==> src/rtl/irh_pkg.sv <==
// Package for the interrupt request handler: register map, vector table, timing.
// Assumes a 40 MHz pclk and an APB slave with 32-bit data.
package irh_pkg;
	localparam int unsigned NUM_SRC = 18;
	localparam int unsigned CLK_MHZ = 40;
	// Register byte offsets.
	localparam logic [7:0] ADDR_REQ = 8'h00;
	localparam logic [7:0] ADDR_MASK = 8'h04;
	localparam logic [7:0] ADDR_MODE = 8'h08;
	localparam logic [7:0] ADDR_CSE = 8'h0c;
	localparam logic [7:0] ADDR_PRIO_LO = 8'h10;
	localparam logic [7:0] ADDR_PRIO_HI = 8'h14;
	localparam logic [7:0] ADDR_CTRL = 8'h18;
	localparam logic [7:0] ADDR_ACK = 8'h1c;
	localparam logic [7:0] ADDR_XCNT_SEL = 8'h20;
	localparam logic [7:0] ADDR_XCNT = 8'h24;
	localparam logic [7:0] ADDR_WDT = 8'h28;
	localparam logic [7:0] ADDR_STATUS = 8'h2c;
	// Control register fields.
	localparam int unsigned CTRL_GIE = 0;
	localparam int unsigned CTRL_WDT_CLR = 1;
	localparam int unsigned CTRL_SWI_BRK = 2;
	localparam int unsigned CTRL_SWI_TRAP = 3;
	// Reset values.
	localparam logic [17:0] MASK_RST = 18'h3ffff;
	localparam logic [15:0] WDT_PERIOD_RST = 16'hffff;
	localparam logic [1:0] PRIO_LOWEST = 2'h2;
	// Vectors.
	localparam logic [15:0] VEC_NMI = 16'h0002;
	localparam logic [15:0] VEC_WDT = 16'h0004;
	localparam logic [15:0] VEC_MASK_BASE = 16'h0006;
	localparam logic [15:0] VEC_TRAP = 16'h003c;
	localparam logic [15:0] VEC_BRK = 16'h003e;
	localparam logic [15:0] VEC_UART_RX = 16'h0024;
	localparam int unsigned IDX_UART_RX = 14;
	// Acknowledge kinds.
	localparam logic [1:0] KIND_VECTOR = 2'h0;
	localparam logic [1:0] KIND_CTXSW = 2'h1;
	localparam logic [1:0] KIND_MACRO = 2'h2;
	// Watchdog prescaler: one watchdog tick per microsecond.
	localparam int unsigned WDT_TICK_NS = 1000;
	localparam int unsigned WDT_TICK_CYC = (WDT_TICK_NS * CLK_MHZ) / 1000;
	localparam logic [5:0] WDT_PRE_LAST = 6'(WDT_TICK_CYC - 1);

	// Vector address of maskable source idx; the slot at 0022H is skipped.
	function automatic logic [15:0] irh_vector(input logic [4:0] idx);
		logic [15:0] v;
		v = VEC_MASK_BASE + {10'h000, idx, 1'b0};
		if (idx >= 5'(IDX_UART_RX)) begin
			v = v + 16'h0002;
		end
		return v;
	endfunction
endpackage

==> src/rtl/irh_if.sv <==
// Interface carrying the watchdog link between the handler and its watchdog.
// Assumes both ends run on the same pclk.
`timescale 1ns/1ps
interface irh_wdt_if;
	logic clear;
	logic [15:0] period;
	logic overflow;
	logic [15:0] count;
	modport ctl(output clear, output period, input overflow, input count);
	modport wdt(input clear, input period, output overflow, output count);
endinterface

==> src/rtl/irh_top.sv <==
// Interrupt request handler: latches requests, applies mask, mode and
// priority, and offers one acknowledge at a time to the CPU core.
// Assumes APB for software access; pin requests are asynchronous, peripheral
// requests are single-cycle pulses on pclk.
// Overview of operation
// RULE_01 - A masked source stays pending; no vectoring, no macro service.
// RULE_02 - Unmasked vectored-mode source with interrupts disabled stays pending.
// RULE_03 - Unmasked vectored source, context switch off, enabled: ordinary vectoring.
// RULE_04 - Unmasked source with mode select set is serviced by macro service.
// RULE_05 - Vectored, context switch and macro service selectable per source.
// RULE_06 - Nonmaskable class: pin request at 0002H, watchdog at 0004H.
// RULE_07 - Break at 003EH and undefined opcode trap at 003CH.
// RULE_08 - Maskable priorities 0 to 17, vectors 0006H up to 002AH.
// RULE_09 - Pin 5 shares compare-01 line at 0012H; pin 4 shares capture-X0.
// RULE_10 - UART receive and transmit done at 0024H and 0026H.
// RULE_11 - Synchronous serial done at priority 16, vector 0028H.
// RULE_12 - UART receive error is a test factor and never vectors.
// RULE_13 - Conversion done raises a request able to start macro service.
// RULE_14 - Watchdog overflow raises its nonmaskable request and drives error pin low.
// RULE_15 - Software clears the watchdog within the period in every module.
// RULE_16 - Context switching only when the source's enable bit is set.
// RULE_17 - Macro transfer clears the flag; exhausted counter yields a vectored request.
// RULE_18 - Three programmable priority levels for maskable requests.
// RULE_19 - Equal level: lowest default priority number wins.
// RULE_20 - Nonmaskable requests ignore global enable and mask bits.
`timescale 1ns/1ps
module irh_top
	import irh_pkg::*;
(
	input wire logic pclk,
	input wire logic presetn,
	input wire logic psel,
	input wire logic penable,
	input wire logic pwrite,
	input wire logic [7:0] paddr,
	input wire logic [31:0] pwdata,
	output logic [31:0] prdata,
	output logic pready,
	output logic pslverr,
	input wire logic nmi_pin,
	input wire logic [6:0] ext_pin_request,
	input wire logic [NUM_SRC-1:0] periph_request,
	input wire logic uart_rx_error_test_request,
	input wire logic ack_taken,
	output logic ack_valid,
	output logic [15:0] ack_vector,
	output logic [1:0] ack_kind,
	output logic [4:0] ack_source,
	output logic uart_rx_error_flag,
	output logic watchdog_error_out_n
);
	typedef struct packed {
		logic [NUM_SRC-1:0] req;
		logic [NUM_SRC-1:0] mask;
		logic [NUM_SRC-1:0] mode;
		logic [NUM_SRC-1:0] context_switch_enable;
		logic [2*NUM_SRC-1:0] prio;
		logic gie;
		logic nmi_pend;
		logic wdt_pend;
		logic brk_pend;
		logic trap_pend;
		logic [4:0] xsel;
		logic [15:0] wdt_period;
		logic [6:0] pin_prev;
		logic nmi_prev;
		logic wdt_prev;
		logic [31:0] prdata;
		logic pready;
		logic pslverr;
		logic ack_valid;
		logic [15:0] ack_vector;
		logic [1:0] ack_kind;
		logic [4:0] ack_source;
		logic rxerr;
		logic wdt_err;
	} irh_st_type;
	irh_st_type st_reg, st_next;

	logic [7:0] xcnt_mem [NUM_SRC];
	logic [6:0] pin_s;
	logic nmi_s;
	irh_wdt_if wif();

	irh_sync #(.W(8)) u_sync (
		.pclk(pclk),
		.presetn(presetn),
		.din({nmi_pin, ext_pin_request}),
		.dout({nmi_s, pin_s})
	);

	irh_wdt u_wdt (
		.pclk(pclk),
		.presetn(presetn),
		.w(wif.wdt)
	);

	wire apb_wr = psel && penable && pwrite && !st_reg.pready;
	wire apb_rd = psel && penable && !pwrite && !st_reg.pready;
	assign wif.clear = apb_wr && paddr == ADDR_CTRL && pwdata[CTRL_WDT_CLR];
	assign wif.period = st_reg.wdt_period;

	// Returns the source that should be offered next among eligible ones.
	function automatic logic [5:0] pick(input logic [NUM_SRC-1:0] elig,
		input logic [2*NUM_SRC-1:0] prio);
		logic [5:0] r;
		logic [1:0] best;
		r = 6'h3f;
		best = 2'h3;
		for (int i = 0; i < NUM_SRC; i++) begin
			if (elig[i] && prio[2*i +: 2] < best) begin // [RULE_18] [RULE_19]
				best = prio[2*i +: 2];
				r = 6'(i);
			end
		end
		return r;
	endfunction

	// A macro-mode source is served by macro service while its counter is nonzero.
	function automatic logic macro_due(input logic mode_bit, input logic [7:0] cnt);
		return mode_bit && cnt != 8'h00;
	endfunction

	logic [NUM_SRC-1:0] raw;
	logic [NUM_SRC-1:0] elig;
	logic [5:0] win;
	logic [4:0] w5;
	logic grant_mask;

	always_comb begin
		// Pins 0..6 map onto sources 1..7; pins 4 and 5 share lines with
		// capture-X0 at source 5 and compare-01 at source 6.
		raw = periph_request; // [RULE_09] [RULE_10] [RULE_11] [RULE_13]
		for (int p = 0; p < 7; p++) begin
			if (pin_s[p] && !st_reg.pin_prev[p]) begin
				raw[p+1] = 1'b1;
			end
		end
		for (int i = 0; i < NUM_SRC; i++) begin
			// Masked sources are never eligible; vectored ones need global enable.
			elig[i] = st_reg.req[i] && !st_reg.mask[i] // [RULE_01]
				&& (st_reg.mode[i] || st_reg.gie); // [RULE_02] [RULE_04]
		end
		win = pick(elig, st_reg.prio);
		w5 = win[4:0];
		// A maskable source is granted only when no offer or higher class is pending.
		grant_mask = !st_reg.ack_valid && !st_reg.nmi_pend && !st_reg.wdt_pend
			&& !st_reg.trap_pend && !st_reg.brk_pend && !win[5];
	end

	always_comb begin
		st_next = st_reg;
		st_next.pin_prev = pin_s;
		st_next.nmi_prev = nmi_s;
		st_next.wdt_prev = wif.overflow;
		st_next.pready = 1'b0;
		st_next.pslverr = 1'b0;
		if (wif.clear) begin
			st_next.wdt_err = 1'b0;
		end

		// Acknowledge handshake: the offer stands until the core takes it.
		if (st_reg.ack_valid && ack_taken) begin
			st_next.ack_valid = 1'b0;
		end else if (!st_reg.ack_valid) begin
			if (st_reg.nmi_pend) begin
				st_next.nmi_pend = 1'b0;
				st_next.ack_valid = 1'b1; // [RULE_20]
				st_next.ack_vector = VEC_NMI;
				st_next.ack_kind = KIND_VECTOR;
				st_next.ack_source = 5'h1f;
			end else if (st_reg.wdt_pend) begin
				st_next.wdt_pend = 1'b0;
				st_next.ack_valid = 1'b1; // [RULE_20]
				st_next.ack_vector = VEC_WDT;
				st_next.ack_kind = KIND_VECTOR;
				st_next.ack_source = 5'h1e;
			end else if (st_reg.trap_pend) begin
				st_next.trap_pend = 1'b0;
				st_next.ack_valid = 1'b1; // [RULE_07]
				st_next.ack_vector = VEC_TRAP;
				st_next.ack_kind = KIND_VECTOR;
				st_next.ack_source = 5'h1d;
			end else if (st_reg.brk_pend) begin
				st_next.brk_pend = 1'b0;
				st_next.ack_valid = 1'b1; // [RULE_07]
				st_next.ack_vector = VEC_BRK;
				st_next.ack_kind = KIND_VECTOR;
				st_next.ack_source = 5'h1c;
			end else if (!win[5]) begin
				st_next.req[w5] = 1'b0; // [RULE_17]
				st_next.ack_source = w5;
				st_next.ack_valid = 1'b1;
				st_next.ack_vector = irh_vector(w5); // [RULE_08]
				if (macro_due(st_reg.mode[w5], xcnt_mem[w5])) begin
					st_next.ack_kind = KIND_MACRO; // [RULE_04] [RULE_05]
				end else if (st_reg.context_switch_enable[w5]) begin
					st_next.ack_kind = KIND_CTXSW; // [RULE_16]
				end else begin
					st_next.ack_kind = KIND_VECTOR; // [RULE_03] [RULE_17]
				end
			end
		end

		// New events win over any clear in the same cycle.
		if (apb_wr) begin
			st_next.pready = 1'b1;
			case (paddr)
				ADDR_REQ: st_next.req = st_next.req & ~pwdata[NUM_SRC-1:0];
				ADDR_MASK: st_next.mask = pwdata[NUM_SRC-1:0];
				ADDR_MODE: st_next.mode = pwdata[NUM_SRC-1:0];
				ADDR_CSE: st_next.context_switch_enable = pwdata[NUM_SRC-1:0];
				ADDR_PRIO_LO: st_next.prio[31:0] = pwdata;
				ADDR_PRIO_HI: st_next.prio[35:32] = pwdata[3:0];
				ADDR_CTRL: begin
					st_next.gie = pwdata[CTRL_GIE];
					if (pwdata[CTRL_SWI_BRK]) begin
						st_next.brk_pend = 1'b1;
					end
					if (pwdata[CTRL_SWI_TRAP]) begin
						st_next.trap_pend = 1'b1;
					end
				end
				ADDR_ACK: st_next.rxerr = st_next.rxerr & ~pwdata[0];
				ADDR_XCNT_SEL: st_next.xsel = pwdata[4:0];
				ADDR_XCNT: begin
				end
				ADDR_WDT: st_next.wdt_period = pwdata[15:0];
				default: st_next.pslverr = 1'b1;
			endcase
		end else if (apb_rd) begin
			st_next.pready = 1'b1;
			st_next.prdata = 32'h0000_0000;
			case (paddr)
				ADDR_REQ: st_next.prdata = 32'(st_reg.req);
				ADDR_MASK: st_next.prdata = 32'(st_reg.mask);
				ADDR_MODE: st_next.prdata = 32'(st_reg.mode);
				ADDR_CSE: st_next.prdata = 32'(st_reg.context_switch_enable);
				ADDR_PRIO_LO: st_next.prdata = st_reg.prio[31:0];
				ADDR_PRIO_HI: st_next.prdata = 32'(st_reg.prio[35:32]);
				ADDR_CTRL: st_next.prdata = 32'(st_reg.gie);
				ADDR_ACK: st_next.prdata = 32'(st_reg.rxerr);
				ADDR_XCNT_SEL: st_next.prdata = 32'(st_reg.xsel);
				ADDR_XCNT: st_next.prdata = 32'(xcnt_mem[st_reg.xsel]);
				ADDR_WDT: st_next.prdata = 32'(st_reg.wdt_period);
				ADDR_STATUS: st_next.prdata = {wif.count, 8'h00, 1'b0,
					st_reg.wdt_err, st_reg.brk_pend, st_reg.trap_pend,
					st_reg.wdt_pend, st_reg.nmi_pend, 2'h0};
				default: st_next.pslverr = 1'b1;
			endcase
		end
		st_next.req = st_next.req | raw;
		// Events are applied last so that they win over an acknowledge or a clear.
		// Receive error is only a test flag; it never reaches the vector logic.
		st_next.rxerr = st_next.rxerr | uart_rx_error_test_request; // [RULE_12]
		if (wif.overflow && !st_reg.wdt_prev) begin
			st_next.wdt_pend = 1'b1; // [RULE_06]
			st_next.wdt_err = 1'b1; // [RULE_14]
		end
		if (nmi_s && !st_reg.nmi_prev) begin
			st_next.nmi_pend = 1'b1; // [RULE_06]
		end
	end

	always_ff @(posedge pclk or negedge presetn) begin
		if (!presetn) begin
			st_reg <= '0;
			st_reg.mask <= MASK_RST;
			st_reg.prio <= {NUM_SRC{PRIO_LOWEST}};
			st_reg.wdt_period <= WDT_PERIOD_RST;
		end else begin
			st_reg <= st_next;
		end
	end

	// Transfer counters: write loads the selected one; a macro acknowledge
	// decrements it, and at zero the next acknowledge is context-switched if its enable bit is set, else vectored.
	always_ff @(posedge pclk or negedge presetn) begin
		if (!presetn) begin
			for (int i = 0; i < NUM_SRC; i++) begin
				xcnt_mem[i] <= 8'h00;
			end
		end else begin
			if (grant_mask && macro_due(st_reg.mode[w5], xcnt_mem[w5])) begin
				xcnt_mem[w5] <= xcnt_mem[w5] - 8'h01; // [RULE_17]
			end
			if (apb_wr && paddr == ADDR_XCNT) begin
				xcnt_mem[st_reg.xsel] <= pwdata[7:0];
			end
		end
	end
	assign prdata = st_reg.prdata;
	assign pready = st_reg.pready;
	assign pslverr = st_reg.pslverr;
	assign ack_valid = st_reg.ack_valid;
	assign ack_vector = st_reg.ack_vector;
	assign ack_kind = st_reg.ack_kind;
	assign ack_source = st_reg.ack_source;
	assign uart_rx_error_flag = st_reg.rxerr;
	assign watchdog_error_out_n = !st_reg.wdt_err; // [RULE_14]
endmodule

==> src/rtl/irh_wdt.sv <==
// Watchdog counter: a prescaled up-counter that flags overflow once.
// Assumes a clear from the handler restarts the count.
`timescale 1ns/1ps
module irh_wdt
	import irh_pkg::*;
(
	input wire logic pclk,
	input wire logic presetn,
	irh_wdt_if.wdt w
);
	typedef struct packed {
		logic [5:0] pre;
		logic [15:0] cnt;
		logic ovf;
	} irh_wdt_st_type;
	irh_wdt_st_type st_reg, st_next;

	always_comb begin
		st_next = st_reg;
		if (w.clear) begin
			st_next = '0;
		end else if (!st_reg.ovf) begin
			if (st_reg.pre == WDT_PRE_LAST) begin
				st_next.pre = '0;
				if (st_reg.cnt == w.period) begin
					st_next.ovf = 1'b1; // [RULE_14]
				end else begin
					st_next.cnt = st_reg.cnt + 16'h0001;
				end
			end else begin
				st_next.pre = st_reg.pre + 6'h01;
			end
		end
	end

	always_ff @(posedge pclk or negedge presetn) begin
		if (!presetn) begin
			st_reg <= '0;
		end else begin
			st_reg <= st_next;
		end
	end

	assign w.overflow = st_reg.ovf;
	assign w.count = st_reg.cnt;
endmodule

==> src/rtl/irh_sync.sv <==
// Three-stage synchroniser bank for pin inputs.
// A change counts once the second and third stage agree.
`timescale 1ns/1ps
module irh_sync #(
	parameter int unsigned W = 1
) (
	input wire logic pclk,
	input wire logic presetn,
	input wire logic [W-1:0] din,
	output logic [W-1:0] dout
);
	typedef struct packed {
		logic [W-1:0] s1;
		logic [W-1:0] s2;
		logic [W-1:0] s3;
		logic [W-1:0] q;
	} irh_sync_st_type;
	irh_sync_st_type st_reg, st_next;

	always_comb begin
		st_next.s1 = din;
		st_next.s2 = st_reg.s1;
		st_next.s3 = st_reg.s2;
		st_next.q = st_reg.q;
		for (int i = 0; i < W; i++) begin
			if (st_reg.s2[i] == st_reg.s3[i]) begin
				st_next.q[i] = st_reg.s3[i];
			end
		end
	end

	always_ff @(posedge pclk or negedge presetn) begin
		if (!presetn) begin
			st_reg <= '0;
		end else begin
			st_reg <= st_next;
		end
	end

	assign dout = st_reg.q;
endmodule

==> config.mk <==
export PLATFORM = sky130hd
export DESIGN_NAME = irh_top
export DESIGN_NICKNAME = d
export VERILOG_FILES = /design/src/rtl/irh_pkg.sv /design/src/rtl/irh_if.sv /design/src/rtl/irh_top.sv /design/src/rtl/irh_wdt.sv /design/src/rtl/irh_sync.sv
export SDC_FILE = /design/constraint.sdc
export NUM_CORES = 1
export LEC_CHECK = 0
export ABC_AREA = 1
export BUFFER_PORTS_ARGS = -buffer_cell sky130_fd_sc_hd__buf_2
export CAP_MARGIN = 10
export CORE_ASPECT_RATIO = 2
export CORE_MARGIN = 2
export CORE_UTILIZATION = 37
export DETAILED_ROUTE_END_ITERATION = 16
export GPL_TIMING_DRIVEN = 1
export PLACE_DENSITY = 0.54
export SETUP_SLACK_MARGIN = 0.4
export SYNTH_ARGS = -nofsm -noshare
export SYNTH_HDL_FRONTEND = slang
export SYNTH_SLANG_ARGS = --single-unit
==> constraint.sdc <==
create_clock -name pclk -period 23.3 [get_ports pclk]
set_input_delay 1.165 -clock pclk [delete_from_list [all_inputs] [get_ports pclk]]
set_output_delay 1.165 -clock pclk [all_outputs]
set_load 0.01 [all_outputs]
== Word-level counts from Yosys, hierarchy flattened ==
Cells that the tools add are included.

* $add $sub $neg: 5
* $lt $le $gt $ge: 25
* Equal/unequal tests: 29
* Mux-type cells: 115
* Bitwise gates (word level): 13
* Reductions and logical operators: 155

{| class="wikitable"
|+ Operators with widths
! cell !! count
|-
| $pmux 32 s12 || 1
|-
| $bwmux 144 || 2
|-
| $mux 144 || 2
|-
| $mux 18 || 11
|-
| $mux 24 || 6
|-
| $mux 6 || 19
|-
| $mux 109 || 1
|-
| $logic_and 1x1->1 || 82
|-
| $bmux 8 s5 || 2
|-
| $demux 8 s5 || 2
|-
| $mux 23 || 3
|-
| $mux 8 || 7
|-
| $mux 2 || 22
|-
| $and 18x18->18 || 2
|-
| $logic_not 1->1 || 36
|-
| $not 18->18 || 2
|-
| $lt 2x2->1 || 17
|-
| $eq 8x5->1 const B || 4
|-
| $eq 8x6->1 const B || 4
|-
| $mux 16 || 2
|-
| $mux 32 || 1
|-
| $mux 1 || 25
|-
| $reduce_and 2->1 || 10
|-
| $logic_or 1x1->1 || 18
|-
| 35 further kinds || 61
|}

* Bits in registers: 402
* Bits of input ports: 73
* Output and inout bits: 60
* Word-level logic and storage cells: 399

== Logic depth before layout (Yosys ltp) ==
* Depth after elaboration: 73
* Gate-level depth with buffers: 93
* Depth with buffers taken out: 89

== Hierarchy ==
Synthesis repeated with hierarchy kept, for this count alone.

* Cell total of the unflattened synthesis: 3619
* Area, all modules: 24926.4 µm²

{| class="wikitable"
|+ By module, submodules not included
! module !! times used !! cells each !! area an instance (µm²) !! seq. area each (µm²)
|-
| irh_top || 1 || 3240 || 22041.1 || 8523.2
|-
| irh_wdt || 1 || 307 || 1894.3 || 575.6
|-
| irh_sync || 1 || 72 || 991.0 || 800.8
|}

== Worst setup path after synthesis ==
OpenSTA, ideal clock, no wires.

* Kind: flip-flop to flip-flop
* Start point: register st_reg[94] in the netlist's numbering
* End point: register xcnt_mem[106] in the netlist's numbering
* Setup time: 0.063 ns
* Data arrival time: 8.908 ns
* Path slack: 14.329 ns
* Cell stages (with the launch flop): 90
* Buffers on the path: 6
* Clock period less this slack: 8.971 ns
* Path through: dfrtp_1 -> inv_2 -> nand2_4 -> nand3_2 -> nor2_1 -> nor2_1 -> nand2_1 -> nand2_2 -> nand3_1 -> nand2_2 -> nand2_2 -> nand2_2 -> nand3_2 -> nand2_2 -> nand2_1 -> nand2_2 -> nand3_1 -> nand2_2 -> [54 not listed] -> buf_8 -> buf_8 -> buf_6 -> nand3_1 -> nand2_1 -> nand2_1 -> nand2_1 -> o21ai_1 -> nand3_1 -> buf_6 -> buf_6 -> ha_1 -> xor2_1 -> buf_2 -> nand3_1 -> nand3_1 -> nand2_1 -> inv_1

* Cells in the longest elaborated chain, start to end: 65

{| class="wikitable"
|+ Ends and longest elaborated chain
! item !! line !! text
|-
| from (decl) || irh_top.sv:78 || <nowiki>irh_st_type st_reg, st_next;</nowiki>
|-
| from (signal assigned) || irh_top.sv:272 || <nowiki>st_reg <= st_next;</nowiki>
|-
| $logic_or 1x1->1 || irh_top.sv:142 || <nowiki>&& (st_reg.mode[i] || st_reg.gie);</nowiki>
|-
| $logic_and 1x1->1 || irh_top.sv:142 ||
|-
| $logic_and 1x1->1 || irh_top.sv:111 || <nowiki>if (elig[i] && prio[2*i +: 2] < best) begin</nowiki>
|-
| $mux 2 || irh_top.sv:111 ||
|-
| $lt 2x2->1 || irh_top.sv:111 ||
|-
| $logic_and 1x1->1 || irh_top.sv:111 ||
|-
| $mux 2 || irh_top.sv:111 ||
|-
| $lt 2x2->1 || irh_top.sv:111 ||
|-
| [43 not listed] || n/a ||
|-
| $mux 2 || irh_top.sv:111 ||
|-
| $lt 2x2->1 || irh_top.sv:111 ||
|-
| $logic_and 1x1->1 || irh_top.sv:111 ||
|-
| $mux 6 (*) || irh_top.sv:111 ||
|-
| parallel branches: the longest is 7 deep, another holds $sub 8x1->8 || n/a ||
|-
| $mux 144 (*) || irh_top.sv:284 || <nowiki>if (grant_mask && macro_due(st_reg.mode[w5], xcnt_mem[w5])) begin</nowiki>
|-
| $bwmux 144 || irh_top.sv:288 || <nowiki>xcnt_mem[st_reg.xsel] <= pwdata[7:0];</nowiki>
|-
| $mux 144 (*) || irh_top.sv:287 || <nowiki>if (apb_wr && paddr == ADDR_XCNT) begin</nowiki>
|-
| to (signal, indexed assignment) || irh_top.sv:285 || <nowiki>xcnt_mem[w5] <= xcnt_mem[w5] - 8'h01;</nowiki>
|-
| to (signal, indexed assignment) || irh_top.sv:288 ||
|-
| to (decl) || irh_top.sv:80 || <nowiki>logic [7:0] xcnt_mem [NUM_SRC];</nowiki>
|}

Mark *: on every way between the ends. The select of a mux whose other input is x is not followed.
A chain may end at the register's enable or synchronous reset.

== Final worst setup path ==
* Start point: register st_reg[94] in the netlist's numbering
* End point: register xcnt_mem[46] in the netlist's numbering

Same word-level chain as after synthesis.

==> flow_metrics.tcl <==
set metrics [dict create \
    grtUsageTotal_pct 31.79 \
    setup_ws_ps 11600 \
    finClkSkew_ps 28.59 \
    synth_top_family_by_area "simple AND/OR/NAND/NOR gates" \
    die-area_um2 68490 \
    synthSimpleGateAreaFrac_pct 33.29 \
    outcome "complete, no violations" \
    worst_pin_slew_ps 1330 \
    ys.flop_type "dfrtp_1" \
    synth_warnings 0 \
    cts_buffers 39 \
    cp_top_family "simple AND/OR/NAND/NOR gates" \
    grt_pass1_vias 23310 \
    slew_violations 0 \
    nets 3521 \
    yosys-top-cells-count "nand2_1, inv_1, nor2_1" \
    synth_async_sr_flop_share_pct 100.0 \
    tns_ps 0 \
    hpwl_mm 81.08 \
    route.detailed.drc 0 \
    wl_per_cell_um 25.09 \
    io_buffers 123 \
    crit_type "reg2reg" \
    dr.pass1.iters 6 \
    syn-cell-area_um2 24530 \
    yosysTopAreaCell "dfrtp_1" \
    startpoint_type "flop" \
    ys_seq_area_share_pct 40.36 \
    viasPerCell 5.472 \
    syn-instance-count 3416 \
    gp_congestion 1.030 \
    layout-drive-gt1-share_pct 12.24 \
    cts.sinks 393 \
    synth_top_area_share_pct 34.79 \
    max_freq_ghz 0.08547 \
    clock-root-buffer "clkbuf_16" \
    first_iter_violations 2071 \
    drt_wl_total_mm 109.0 \
    vias 23780 \
    cp.required_ps 23810 \
    setup_viol 0 \
    startpoint "st_reg[94]" \
    synthMuxAreaShare_pct 0 \
    min_path_type "reg2reg" \
    coreArea_um2 65730 \
    synth.distinct_cells 70 \
    worst-path-buf-inv 6 \
    hold_violations 0 \
    dp_slack_ps 11920 \
    cts_tree "built" \
    die_width_um 186.1 \
    cap_violations 0 \
    rsz0062_at_grt "false" \
    dpl_cell_area_um2 25190 \
    die_h_um 368.1 \
    syn_area_per_cell_um2 7.180 \
    synth_compound_area_share_pct 12.11 \
    synth_xor_area_share_pct 0.7498 \
    cp.depth 88 \
    cts_buffer_depth 3 \
    endpoint "xcnt_mem[46]" \
    crit_arrival_ps 12210 \
    grt_overflow 0 \
    synth-edff-count 0 \
    post_cts_buffers 0 \
    critPathMaxStageDelay_ps 730 \
    worstHoldStart "u_sync.st_next[21]" \
    rr_startpoint "st_reg[94]" \
    initial_utilization_pct 37.32 \
    timing.slew.headroom_pct 11.33 \
    synth_fa_ha_area_share_pct 0.8876 \
    postCtsResizedCells 0 \
    clk_latency_ps 590 \
    largest_register_ffs 144 \
    rrSetupSlack_ps 11600 \
    fp-row-count 133 \
    grt_antenna_before_repair 4 \
    design_area_um2 26580 \
    grt_max_degree 153 \
    cts_hold_buf 0 \
    r2r-end "xcnt_mem[46]" \
    end_kind "flop" \
    rr_worst_depth 88 \
    finalCritPeriodShare_pct 50.22 \
    synthTopCellsByArea "dfrtp_1, nand2_1, nand3_1" \
    grt_pass1_wl_mm 156.0 \
    crit_path_top_delay_cell "dfrtp_1" \
    ant_nets 0 \
    htree_num_levels 2 \
    crit_path_max_fanout 57 \
    min_period_ps 11700 \
    path_common_cell "nand2_2" \
    yosysMostFrequentCell "nand2_1" \
    fin_util_pct 40.44 \
    synth_seq_cells 393 \
    io_pins 133 \
    area_growth_pct 8.376 \
    clk_pin_slew_worst_paths_ps 60 \
]
[placed cells by master (no fill, tap or decap), drive strengths merged, types with 5 or more instances in the layout]
master | Yosys | final
clkinv | 14 | 20
bufinv | 0 | 5
o22ai | 49 | 49
o21ai | 236 | 236
nand3 | 356 | 356
o31ai | 26 | 26
clkbuf | 65 | 55
nor4 | 10 | 10
or2 | 10 | 10
maj3 | 8 | 8
a2111oi | 5 | 5
a31oi | 13 | 13
a211oi | 5 | 5
xnor2 | 13 | 13
a21oi | 75 | 75
nand4 | 27 | 27
buf | 134 | 181
dfrtp | 341 | 341
nand2 | 1028 | 1028
inv | 389 | 390
ha | 11 | 11
nand3b | 8 | 8
o2111ai | 10 | 10
nor2 | 384 | 384
conb | 1 | 9
nor3 | 48 | 48
xor2 | 8 | 8
a22oi | 27 | 27
o211ai | 11 | 11
a221oi | 11 | 11
dfstp | 52 | 52
o21bai | 10 | 10
[metrics by stage]
step | hold WS, ps | cells
global placement | 331.5 | 4273
floorplan | 331.2 | 3424
detailed placement | 334.7 | 4273
finish | 349.2 | 4345
CTS | 351.2 | 4342
global route | 353.7 | 4342
[layer usage]
layer  GRT usage (%)  routed length [um]  up-vias
met2           55.68               54520     1098
met5               0                   0        -
li1                -                   -    10980
met4           30.94               12740        0
met1           31.26               35690    11290
met3           4.382                6063      413
[cells by family (layout without fill, tap and decap cells)]
logic type / count (synthesis) / count (layout)
and+or+nand+nor: 1874 / 1874
buffers and inverters: 612 / 653
AOI/OAI and AO/OA: 496 / 496
DFF: 393 / 393
xor gates and xnor gates: 21 / 21
adders and majority gates: 19 / 19
other: 1 / 12
[how the worst min path moves through the flow]
stage	depth (start not counted)	endpoint
2_1_floorplan	0	u_sync.st_next[10]
3_3_place_gp	0	u_sync.st_next[12]
3_5_place_dp	0	u_sync.st_next[13]
4_1_cts	0	u_sync.st_next[13]
5_1_grt	0	u_sync.st_next[11]
6_report	0	u_sync.st_next[13]
[layout make-up]
type / count / area (um^2)
inverters: 403 / 1515
flip-flops and latches: 393 / 9899
well taps: 877 / 1097
fillers: 7065 / 39150
clock inverters: 14 / 222.7
clock buffers: 55 / 1159
repair buffers: 181 / 1074
multi-input cells: 2419 / 11610
diodes: 3 / 7.507
Power is left out: the tool's default activity adds up to more than one toggle a clock period on the data nets, which glitch-free logic cannot reach.
